[config.mk]
export PLATFORM = sky130hd
export DESIGN_NAME = fp_exception_detect
export DESIGN_NICKNAME = d
export VERILOG_FILES = /design/src/fpx_pkg.sv /design/src/fp_exception_detect.sv /design/src/fpx_classify.sv
export SDC_FILE = /design/constraint.sdc
export NUM_CORES = 1
export LEC_CHECK = 0
export BUFFER_PORTS_ARGS = -buffer_cell sky130_fd_sc_hd__buf_2
export CORE_MARGIN = 2
export CORE_UTILIZATION = 46
export DETAILED_ROUTE_END_ITERATION = 8
export PLACE_DENSITY_LB_ADDON = 0.2
export SLEW_MARGIN = 10
export SYNTH_ARGS = -nofsm -noshare
export SYNTH_HDL_FRONTEND = slang
export SYNTH_HIERARCHICAL = 1
export SYNTH_SLANG_ARGS = --single-unit
[constraint.sdc]
create_clock -name clk -period 2.2 [get_ports clk]
set_input_delay 0.22 -clock clk [delete_from_list [all_inputs] [get_ports clk]]
set_output_delay 0.22 -clock clk [all_outputs]
set_load 0.02 [all_outputs]
[src/fpx_pkg.sv]
// Package: shared types and constants for the floating-point exception detector
package fpx_pkg;

  // Operand classes supplied by the datapath
  typedef enum logic [2:0] {
    CLS_ZERO     = 3'b000,
    CLS_FINITE   = 3'b001,
    CLS_INF      = 3'b010,
    CLS_NAN      = 3'b011,
    CLS_DENORM   = 3'b100,
    CLS_RESERVED = 3'b101,
    CLS_DIRTY0   = 3'b110
  } operand_class_t;

  // Operation kinds that matter for exception rules
  typedef enum logic [2:0] {
    OP_NOEXC     = 3'b000,
    OP_ARITH     = 3'b001,
    OP_DIVIDE    = 3'b010,
    OP_F_TO_QUAD = 3'b011,
    OP_Q_TO_LONG = 3'b100,
    OP_COMPARE   = 3'b101
  } op_kind_t;

  // Exception bit positions in status, mask and trap vectors
  localparam int EXC_W       = 6;
  localparam int BIT_BAD     = 0;
  localparam int BIT_DZ      = 1;
  localparam int BIT_OVF     = 2;
  localparam int BIT_UNF     = 3;
  localparam int BIT_INEXACT = 4;
  localparam int BIT_IOV     = 5;

  // Register indices on the plain register port
  localparam logic [3:0] REG_CTRL    = 4'h0;
  localparam logic [3:0] REG_ENABLE  = 4'h1;
  localparam logic [3:0] REG_IRQ_ST  = 4'h2;
  localparam logic [3:0] REG_IRQ_MSK = 4'h3;

  // Reset values
  localparam logic [EXC_W-1:0] CTRL_RST   = 6'h00;
  localparam logic [EXC_W-1:0] ENABLE_RST = 6'h00;
  localparam logic [EXC_W-1:0] MASK_RST   = 6'h00;

  // Result forcing
  localparam logic [63:0] TRUE_ZERO = 64'h0000000000000000;

  // One completing instruction as seen by the detector
  typedef struct packed {
    logic           valid;
    op_kind_t       kind;
    logic           ieee;
    logic           fp_dest;
    operand_class_t class_a;
    operand_class_t class_b;
    logic           use_b;
    logic           round_over;
    logic           round_under;
    logic           round_inexact;
    logic           int_range_bad;
    logic           sw_completion;
    logic           inexact_trap_en;
    logic [63:0]    result;
  } fp_op_t;

  // Report toward the instruction issue unit
  typedef struct packed {
    logic             valid;
    logic [EXC_W-1:0] trap;
    logic             sw_completion;
    logic [63:0]      result;
    logic             result_unpredictable;
  } issue_rpt_t;

endpackage

[src/fp_exception_detect.sv]
// Top: floating-point exception detection, control register and trap report
//
// What this block does
// - Bad-operand trap always on, result unpredictable
// - Legacy reserved or dirty-zero operand flags bad
// - IEEE NaN, infinity, denormal operand flags bad
// - IEEE zero over zero is bad, not divide
// - Legacy valid over zero flags divide by zero
// - IEEE divide by zero needs nonzero valid numerator
// - Overflow always on, floating destinations only
// - Underflow forces all-zero 64-bit destination
// - Underflow always recorded, trapped only if enabled
// - Inexact always recorded, trapped only if enabled
// - Enabled inexact accompanies overflow, underflow, integer overflow
// - Quad-to-long overflow sets inexact, never traps it
// - Integer overflow keeps low bits, trap if enabled
// - Float-to-quad outside signed 64-bit range overflows
// - Quad-to-long outside signed 32-bit range overflows
// - Software completion always sent, never recorded
// - Input exceptions suppress concurrent output exceptions
//
// The implementer's own choices: the plain strobed port and the placing of the registers.
`timescale 1ns/10ps
module fp_exception_detect (
  // Clock and reset
  input  wire logic                       clk,
  input  wire logic                       resetn,
  // Completing operation from the datapath
  input  wire fpx_pkg::fp_op_t            op_in,
  // Report to the instruction issue unit
  output fpx_pkg::issue_rpt_t             issue_rpt,
  // Register port
  input  wire logic [3:0]                 reg_addr,
  input  wire logic [fpx_pkg::EXC_W-1:0]  reg_wdata,
  input  wire logic                       reg_wr,
  input  wire logic                       reg_rd,
  output logic      [fpx_pkg::EXC_W-1:0]  reg_rdata,
  // Interrupt
  output logic                            irq
);

  // ----------------------------------------------------------------
  // Classification
  // ----------------------------------------------------------------

  logic [fpx_pkg::EXC_W-1:0] input_exc;
  logic [fpx_pkg::EXC_W-1:0] output_exc;
  logic [fpx_pkg::EXC_W-1:0] recorded;
  logic [fpx_pkg::EXC_W-1:0] next_trap;
  logic [63:0]               next_result;
  logic                      next_unpred;

  fpx_classify u_classify (
    .op         (op_in),
    .input_exc  (input_exc),
    .output_exc (output_exc)
  );

  // ----------------------------------------------------------------
  // Registers
  // ----------------------------------------------------------------

  logic [fpx_pkg::EXC_W-1:0] fp_control_reg;
  logic [fpx_pkg::EXC_W-1:0] trap_enable;
  logic [fpx_pkg::EXC_W-1:0] irq_status;
  logic [fpx_pkg::EXC_W-1:0] irq_mask;

  // Input exceptions win over output exceptions
  always_comb begin
    if (input_exc != '0)
      recorded = input_exc;
    else
      recorded = output_exc;
  end

  // Trap selection: always-on and enabled traps
  always_comb begin
    next_trap = '0;
    next_trap[fpx_pkg::BIT_BAD] = recorded[fpx_pkg::BIT_BAD];
    next_trap[fpx_pkg::BIT_DZ]  = recorded[fpx_pkg::BIT_DZ];
    next_trap[fpx_pkg::BIT_OVF] = recorded[fpx_pkg::BIT_OVF];
    next_trap[fpx_pkg::BIT_UNF] = recorded[fpx_pkg::BIT_UNF]
                                 && trap_enable[fpx_pkg::BIT_UNF];
    next_trap[fpx_pkg::BIT_IOV] = recorded[fpx_pkg::BIT_IOV]
                                 && trap_enable[fpx_pkg::BIT_IOV];
    // Inexact trap needs both the register enable and an opcode that allows it
    next_trap[fpx_pkg::BIT_INEXACT] = recorded[fpx_pkg::BIT_INEXACT]
        && trap_enable[fpx_pkg::BIT_INEXACT] && op_in.inexact_trap_en
        && (op_in.kind != fpx_pkg::OP_Q_TO_LONG);
    if (next_trap[fpx_pkg::BIT_INEXACT] == 1'b0 && trap_enable[fpx_pkg::BIT_INEXACT]
        && op_in.inexact_trap_en && op_in.kind != fpx_pkg::OP_Q_TO_LONG
        && (next_trap[fpx_pkg::BIT_OVF] || next_trap[fpx_pkg::BIT_UNF]
            || next_trap[fpx_pkg::BIT_IOV]))
      next_trap[fpx_pkg::BIT_INEXACT] = 1'b1;
  end

  // Destination forcing
  always_comb begin
    next_result = op_in.result;
    next_unpred = recorded[fpx_pkg::BIT_BAD] || recorded[fpx_pkg::BIT_DZ]
               || recorded[fpx_pkg::BIT_OVF];
    if (recorded[fpx_pkg::BIT_UNF])
      next_result = fpx_pkg::TRUE_ZERO;
  end

  // ----------------------------------------------------------------
  // Issue report
  // ----------------------------------------------------------------

  // Trap, completion and result leave together in one registered cycle
  always_ff @(posedge clk) begin
    if (!resetn) begin
      issue_rpt <= '0;
    end else begin
      issue_rpt.valid                <= op_in.valid;
      issue_rpt.trap                 <= op_in.valid ? next_trap : '0;
      issue_rpt.sw_completion        <= op_in.valid && op_in.sw_completion;
      issue_rpt.result               <= next_result;
      issue_rpt.result_unpredictable <= op_in.valid && next_unpred;
    end
  end

  // ----------------------------------------------------------------
  // Control register and trap enables
  // ----------------------------------------------------------------

  logic wr_ctrl;
  logic wr_enable;
  logic wr_status;
  logic wr_mask;

  assign wr_ctrl   = reg_wr && (reg_addr == fpx_pkg::REG_CTRL);
  assign wr_enable = reg_wr && (reg_addr == fpx_pkg::REG_ENABLE);
  assign wr_status = reg_wr && (reg_addr == fpx_pkg::REG_IRQ_ST);
  assign wr_mask   = reg_wr && (reg_addr == fpx_pkg::REG_IRQ_MSK);

  // Sticky exception bits; software writes ones to clear, hardware set wins
  always_ff @(posedge clk) begin
    if (!resetn) begin
      fp_control_reg <= fpx_pkg::CTRL_RST;
    end else begin
      fp_control_reg <= ((wr_ctrl ? (fp_control_reg & ~reg_wdata) : fp_control_reg)
                        | (op_in.valid ? recorded : '0));
    end
  end

  // Trap enable bits (only underflow, inexact, integer overflow take effect)
  always_ff @(posedge clk) begin
    if (!resetn)
      trap_enable <= fpx_pkg::ENABLE_RST;
    else if (wr_enable)
      trap_enable <= reg_wdata;
  end

  // ----------------------------------------------------------------
  // Interrupt status and mask
  // ----------------------------------------------------------------

  // Each recorded exception sets a sticky status bit; write one to clear
  always_ff @(posedge clk) begin
    if (!resetn) begin
      irq_status <= '0;
    end else begin
      irq_status <= ((wr_status ? (irq_status & ~reg_wdata) : irq_status)
                    | (op_in.valid ? recorded : '0));
    end
  end

  // Interrupt mask
  always_ff @(posedge clk) begin
    if (!resetn)
      irq_mask <= fpx_pkg::MASK_RST;
    else if (wr_mask)
      irq_mask <= reg_wdata;
  end

  // Level interrupt while any unmasked status bit is set
  assign irq = |(irq_status & irq_mask);

  // ----------------------------------------------------------------
  // Register read port
  // ----------------------------------------------------------------

  // Read data valid the cycle after the read strobe, zero otherwise
  always_ff @(posedge clk) begin
    if (!resetn) begin
      reg_rdata <= '0;
    end else if (reg_rd) begin
      case (reg_addr)
        fpx_pkg::REG_CTRL:    reg_rdata <= fp_control_reg;
        fpx_pkg::REG_ENABLE:  reg_rdata <= trap_enable;
        fpx_pkg::REG_IRQ_ST:  reg_rdata <= irq_status;
        fpx_pkg::REG_IRQ_MSK: reg_rdata <= irq_mask;
        default:              reg_rdata <= '0;
      endcase
    end else begin
      reg_rdata <= '0;
    end
  end

endmodule // fp_exception_detect

[src/fpx_classify.sv]
// Combinational classifier: input and output exceptions for one operation
`timescale 1ns/10ps
module fpx_classify (
  // Operation in
  input  wire fpx_pkg::fp_op_t      op,
  // Raw exception vectors out
  output logic [fpx_pkg::EXC_W-1:0] input_exc,
  output logic [fpx_pkg::EXC_W-1:0] output_exc
);

  logic can_except;
  logic bad_a;
  logic bad_b;
  logic num_valid;

  // Operand validity for each format
  always_comb begin
    can_except = op.valid && (op.kind != fpx_pkg::OP_NOEXC);
    if (op.ieee) begin
      bad_a = (op.class_a == fpx_pkg::CLS_NAN) || (op.class_a == fpx_pkg::CLS_INF)
           || (op.class_a == fpx_pkg::CLS_DENORM);
      bad_b = op.use_b && ((op.class_b == fpx_pkg::CLS_NAN)
           || (op.class_b == fpx_pkg::CLS_INF) || (op.class_b == fpx_pkg::CLS_DENORM));
    end else begin
      bad_a = (op.class_a == fpx_pkg::CLS_RESERVED)
           || (op.class_a == fpx_pkg::CLS_DIRTY0);
      bad_b = op.use_b && ((op.class_b == fpx_pkg::CLS_RESERVED)
           || (op.class_b == fpx_pkg::CLS_DIRTY0));
    end
    num_valid = !bad_a;
  end

  // Input exceptions: bad operand and divide by zero
  always_comb begin
    input_exc = '0;
    if (can_except) begin
      input_exc[fpx_pkg::BIT_BAD] = bad_a || bad_b;
      if (op.kind == fpx_pkg::OP_DIVIDE && !(bad_a || bad_b)
          && op.class_b == fpx_pkg::CLS_ZERO) begin
        if (op.ieee) begin
          if (op.class_a == fpx_pkg::CLS_ZERO)
            input_exc[fpx_pkg::BIT_BAD] = 1'b1;
          else
            input_exc[fpx_pkg::BIT_DZ] = num_valid;
        end else begin
          input_exc[fpx_pkg::BIT_DZ] = num_valid;
        end
      end
    end
  end

  // Output exceptions from rounding and conversion results
  always_comb begin
    output_exc = '0;
    if (can_except) begin
      output_exc[fpx_pkg::BIT_OVF] = op.fp_dest && op.round_over;
      output_exc[fpx_pkg::BIT_UNF] = op.fp_dest && op.round_under;
      output_exc[fpx_pkg::BIT_INEXACT] = op.round_inexact;
      if (op.kind == fpx_pkg::OP_F_TO_QUAD || op.kind == fpx_pkg::OP_Q_TO_LONG)
        output_exc[fpx_pkg::BIT_IOV] = op.int_range_bad;
      if (output_exc[fpx_pkg::BIT_IOV])
        output_exc[fpx_pkg::BIT_INEXACT] = 1'b1;
    end
  end

endmodule // fpx_classify

Yosys cells after proc, flatten, opt, wreduce, memory -nomap -nowiden
Cells that the tools add are included.
{ "totals": {"ff_bits": 103, "inputBits": 97, "out_inout_bits": 80, "word_cells": 98} }
{ "classes": {"eq_ne": 17, "n_mux": 18, "bitwise_logic": 8, "reduce_logical": 45} }
{ "ops": {"columns": ["op", "n"], "rows": [
  ["2-to-1 mux 6 bit", 4],
  ["one-hot mux 6 bit (4 select lines)", 1],
  ["logical AND 1 bit", 22],
  ["equality test 3 bit, second input constant", 7],
  ["bitwise AND 6 bit", 3],
  ["equality test 3 x 2 -> 1 bit, second input constant", 6],
  ["logical OR 1 bit", 12],
  ["OR 6 bit", 2],
  ["2-to-1 mux 1 bit", 10],
  ["equality test 4 x 2 -> 1 bit, second input constant", 2],
  ["logical NOT 3 bit", 2],
  ["inverter 6 bit", 1],
  ["nonzero test 6 bit", 1],
  ["OR reduction 6 bit", 1],
  ["equality test 4 x 1 -> 1 bit, second input constant", 1],
  ["logical NOT 4 bit", 1],
  ["2-to-1 mux 2 bit", 2],
  ["2-to-1 mux 4 bit", 1],
  ["AND reduction 2 bit", 2],
  ["!= test 3 bit, second input constant", 1],
  ["nonzero test 3 bit", 1],
  ["logical NOT 1 bit", 2],
  ["inverter 1 bit", 2],
  ["OR reduction 2 bit", 1]
]} }

Longest topological paths before layout
{ "depth": {"word_depth": 22, "depth_mapped": 8, "ltp_nobuf": 7} }

By module
Netlist, hierarchy kept.
{ "by_module_without_submodules": {"columns": ["mod", "instances", "cells_per_inst", "area_each_um2", "seq_area_each_um2"], "rows": [
  ["fp_exception_detect", 1, 329, 3442.1, 2062.0],
  ["fpx_classify", 1, 34, 242.7, 0.0]
]} }

Worst setup path before layout
No wires, ideal clock.
{ "synth_timing": {"path_kind": "input -> register", "startpoint": "in op_in[72] (netlist name)", "endpoint": "reg issue_rpt[10] (netlist name)", "setup_time_ns": 0.059, "arrival_time_ns": 1.920, "required_ns": 2.141, "setup_slack_ns": 0.221, "path_stages": 7, "path_buffers": 1, "cell_sequence": "nor4_2 -> nand4b_1 -> nor3_1 -> nor4_4 -> a211oi_4 -> clkbuf_2 -> and2_1"} }
{ "synth_between": {"elab_chain_len": 14, "elab_cells_between_ends": 23, "cone_classes": "eq/ne (5); mux (6); reduce/logical (12)"} }
{ "synth_rtl": {"columns": ["element", "line_no", "text"], "rows": [
  ["start: declaration", "fp_exception_detect.sv:29", "input wire fpx_pkg::fp_op_t op_in,"],
  ["equality test 3 x 2 -> 1 bit (on tied branches)", "fpx_classify.sv:22, fpx_classify.sv:23", null],
  ["logical OR 1 bit (2 in series)", "fpx_classify.sv:23", "|| (op.class_b == fpx_pkg::CLS_INF) || (op.class_b == fpx_pkg::CLS_DENORM));"],
  ["logical AND 1 bit", "fpx_classify.sv:22", "bad_b = op.use_b && ((op.class_b == fpx_pkg::CLS_NAN)"],
  ["2-to-1 mux 1 bit", "fpx_classify.sv:19", "if (op.ieee) begin"],
  ["logical OR 1 bit", "fpx_classify.sv:38", "if (op.kind == fpx_pkg::OP_DIVIDE && !(bad_a || bad_b)"],
  ["logical NOT 1 bit", "fpx_classify.sv:38", null],
  ["logical AND 1 bit", "fpx_classify.sv:38", null],
  ["logical AND 1 bit *", "fpx_classify.sv:39", "&& op.class_b == fpx_pkg::CLS_ZERO) begin"],
  ["2-to-1 mux 2 bit *", "fpx_classify.sv:38", null],
  ["2-to-1 mux 2 bit *", "fpx_classify.sv:36", "if (can_except) begin"],
  ["net input_exc (one bit)", "fp_exception_detect.sv:46", "logic [fpx_pkg::EXC_W-1:0] input_exc;"],
  ["nonzero test 6 bit *", "fp_exception_detect.sv:70", "if (input_exc != '0)"],
  ["2-to-1 mux 6 bit *", "fp_exception_detect.sv:70", null],
  ["OR reduction 2 bit (no source line) *", null, null],
  ["end: declaration", "fp_exception_detect.sv:31", "output fpx_pkg::issue_rpt_t issue_rpt,"]
]} }
Mark *: on every way through the listed nets, which the timed path passes. The rest lies on a longest branch.
A chain may end at the register's enable or synchronous reset.

Worst setup path after layout
{ "layout_timing": {"startpoint": "in op_in[72] (netlist name)", "endpoint": "reg issue_rpt[5] (netlist name)"} }
{ "layout_between": {"elab_chain_len": 14, "elab_cells_between_ends": 23, "cone_classes": "eq/ne (5); mux (6); reduce/logical (12)"} }
{ "layout_rtl": {"columns": ["element", "line_no"], "rows": [
  ["equality test 3 x 2 -> 1 bit (on tied branches)", "fpx_classify.sv:22, fpx_classify.sv:23"],
  ["logical OR 1 bit (2 in series)", "fpx_classify.sv:23"],
  ["logical AND 1 bit", "fpx_classify.sv:22"],
  ["2-to-1 mux 1 bit", "fpx_classify.sv:19"],
  ["logical OR 1 bit", "fpx_classify.sv:37, fpx_classify.sv:38"],
  ["logical NOT 1 bit", "fpx_classify.sv:38"],
  ["logical AND 1 bit", "fpx_classify.sv:38"],
  ["logical AND 1 bit", "fpx_classify.sv:39"],
  ["2-to-1 mux 2 bit *", "fpx_classify.sv:38"],
  ["2-to-1 mux 2 bit *", "fpx_classify.sv:36"],
  ["net input_exc (one bit)", "fp_exception_detect.sv:46"],
  ["nonzero test 6 bit *", "fp_exception_detect.sv:70"],
  ["2-to-1 mux 6 bit *", "fp_exception_detect.sv:70"],
  ["OR reduction 2 bit (no source line) *", null]
]} }
Marked as above.

==> qor.yml <==
sta:
  period_share: 0.7949
  setup_tns_ns: 0
  max_slew_margin: 0.5372
  finalWorstSetupSlack_ns: 0.4512
  tightest_slew_ns: 0.6927
  max_freq_ghz: 0.5718
  hold_violations: 0
  rsz0062_at_grt: "false"
  finClkSkew_ns: 0.01207
  finalSetupViolCount: 0
  finalMaxSlewViolations: 0
  fin_crit_ns: 1.749
finish:
  top_register: "issue_rpt"
  area_growth_pct: 32.22
  largest_reg_flops: 73
  nFillCells: 645
  num_antenna_cells: 0
  drive_gt1_frac: 0.4033
  finalNonFillerCells: 645
  nNetsFinal: 636
grt:
  grt_pass1_vias: 2893
  grt.overflow.total: 0
  groute.usage.overall: 0.2036
  grt_pass1_wl_mm: 13.74
  grt_max_degree: 65
  antenna_found_initial: 0
routing:
  ant_nets: 0
  wirelength_mm: 9.230
  first_iter_violations: 62
  drc: 0
  dr.pass1.iters: 4
  wire_per_inst_um: 14.31
  vias: 3188
  viasPerCell: 4.943
critical_path:
  cp.arrival_ns: 1.99
  startpoint_type: "input port"
  rr_startpoint: "irq_status[3]"
  cp_num_buf_inv: 2
  required_ns: 2.44
  path_class: "input port to register"
  cp-startpoint: "op_in[72]"
  crit_family: "simple AND/OR/NAND/NOR gates"
  crit_chain: "buf_2 > nor2b_1 > o21ai_1 > a21boi_0 > o31a_1 > nor4_4 > a211oi_4 > buf_12 > and2_1"
  worstSetupEndpointType: "register"
  cp_max_fo: 64
  cpMaxStageDelayCell: "nor4_4"
  slowest_delay_ns: 0.40
power_and_ir_drop:
  switching_share: 0.2442
  p_clk_frac: 0.350
  power.internal_mw: 2.751
  p_switching_uw: 888.7
  leakagePower_nw: 2.321
  ir_drop_mv: 0.4148
  comb_power_share: 0.112
  power_density_nw_per_um2: 747.0
  seqPwrFrac: 0.538
clocking:
  h-tree-depth: 3
  cts.sinks: 103
  path_clk_slew_ns: 0.10
  worstSkewPairLatency_ns: 0.35
  cts_tree: "done"
  ctsHoldBuffers: 0
  postCtsSetupBuffers: 0
  clockBufferDepth: 2
  clockRootBuffer: "clkbuf_8"
  cts_buffers: 9
  cts.repair.resized: 0
die:
  fp.dieH_um: 93.50
  die_w_um: 93.50
  num_rows: 32
  core-area_um2: 7727
  start_util: 0.4768
  ioPinCount: 177
  die_area_um2: 8742
run:
  cap_violations: 0
placed_design:
  gp_congestion: 0.9271
  post-place-ws_ns: 0.07430
  dpl.hpwl_mm: 6.973
  placedCellCount: 630
  portBuffers: 176
worst_hold_path:
  hold_start: "op_in[33]"
  min_path_type: "input port to register"
synthesis:
  yosys_register_bits: 103
  synth_top_area_cell: "dfxtp_1"
  yosysSeqAreaShare: 0.5596
  yosys.cell_types.count: 44
  yosysTopAreaCellShare: 0.5596
  synth_ff_type: "dfxtp_1"
  netlist_area_um2: 3685
  syn_inst: 363
  synth_area_leaders: "dfxtp_1 56%, and2_1 11%, a21oi_1 3.1%"
  synth-edff-count: 0
  synth_warnings: 6
  async_flop_share: 0
  syn_avg_cell_area_um2: 10.15
outcome:
  status: "complete, no violations"
[logic make-up after synthesis]
| family | Yosys count | synth area share |
|---|---|---|
| simple gates | 142 | 0.2397 |
| flops | 103 | 0.5596 |
| compound gates | 78 | 0.1328 |
| buf+inv | 30 | 0.04109 |
| mux | 7 | 0.02105 |
| xor+xnor | 2 | 0.004755 |
| other cells | 1 | 0.001018 |
[stage by stage]
stage	total power, mW	util	cell area [um^2]	hold slack, ns
global route	3.781	0.6305	4872	0.03635
detailed placement	2.408	0.6025	4656	0.4215
floorplan	2.224	-	3704	0.3417
CTS	3.663	0.6305	4872	0.04409
global placement	2.399	0.6025	4656	0.4192
finish	3.640	0.6305	4872	0.05974
[power groups by stage]
stage	sequential (mW)	combinational, mW	clock [mW]
4_1_cts	1.96	0.410	1.30
3_3_place_gp	2.00	0.401	0
5_1_grt	1.96	0.447	1.37
6_report	1.96	0.408	1.27
3_5_place_dp	2.00	0.408	0
2_1_floorplan	2.07	0.159	0
[cells in the mapped netlist (2+ instances only)]
master	number
buf_4	6
clkbuf_2	7
nor3b_1	5
nor4_4	2
clkbuf_1	5
inv_1	6
o22ai_1	6
nand3_1	14
a21oi_1	23
a31oi_1	6
o21ai_0	19
xor2_1	2
o31a_1	2
a31o_2	6
nor4b_2	2
and3b_1	2
nand3b_1	2
nand2_1	23
dfxtp_1	103
nor2_1	8
mux2_2	6
and2_1	64
and3_1	9
nor2b_1	2
a22oi_1	9
buf_2	6
[layer usage]
metal	vias to the layer above	routed length, um	global-route usage	part of all wire
li1	1589	-	-	-
met1	1465	3685	0.2332	0.40
met2	119	4703	0.3627	0.51
met3	15	668	0.05077	0.072
met4	0	172	0.07843	0.019
met5	-	0	0	0
[layout make-up]
type	instances	area, um^2	area share
Clock buffer	9	123.9	0.02542
Timing Repair Buffer	184	953.4	0.1957
Clock inverter	6	92.59	0.01900
Tap cell	102	127.6	0.02619
Multi-Input combinational cell	235	1490	0.3059
Inverter	6	22.52	0.004622
Sequential cell	103	2062	0.4232
[worst reg2reg max path, delay by kind of cell, from the launching register on]
family | cells | cell delay (ns)
AO/OA/AOI/OAI | 2 | 0.30
flip-flops | 1 | 0.34
multiplexers | 1 | 0.27
[final timing paths]
path | cells past startpoint | endpoint | slack (ns)
worst min-delay path | 2 | issue_rpt[34] | 0.06
worst max-delay path | 9 | issue_rpt[5] | 0.45
worst min register to register | 2 | reg_rdata[2] | 0.46
worst max register to register | 3 | reg_rdata[3] | 1.20
[placed cells by master, fill, tap and decap left out, drive strengths merged, types with 3 or more instances in the layout]
cell    instances
nand3          14
o22ai           6
nor2            8
a31o            6
a22oi           9
nor3b           5
dfxtp         103
buf           184
mux2            6
conb            6
and2           64
nor2b           3
o21ai          20
nor4            4
inv             8
a21oi          23
nand2          23
and3            9
a31oi           6
clkbuf          9
Note: power is estimated with default switching activity, not from simulation.
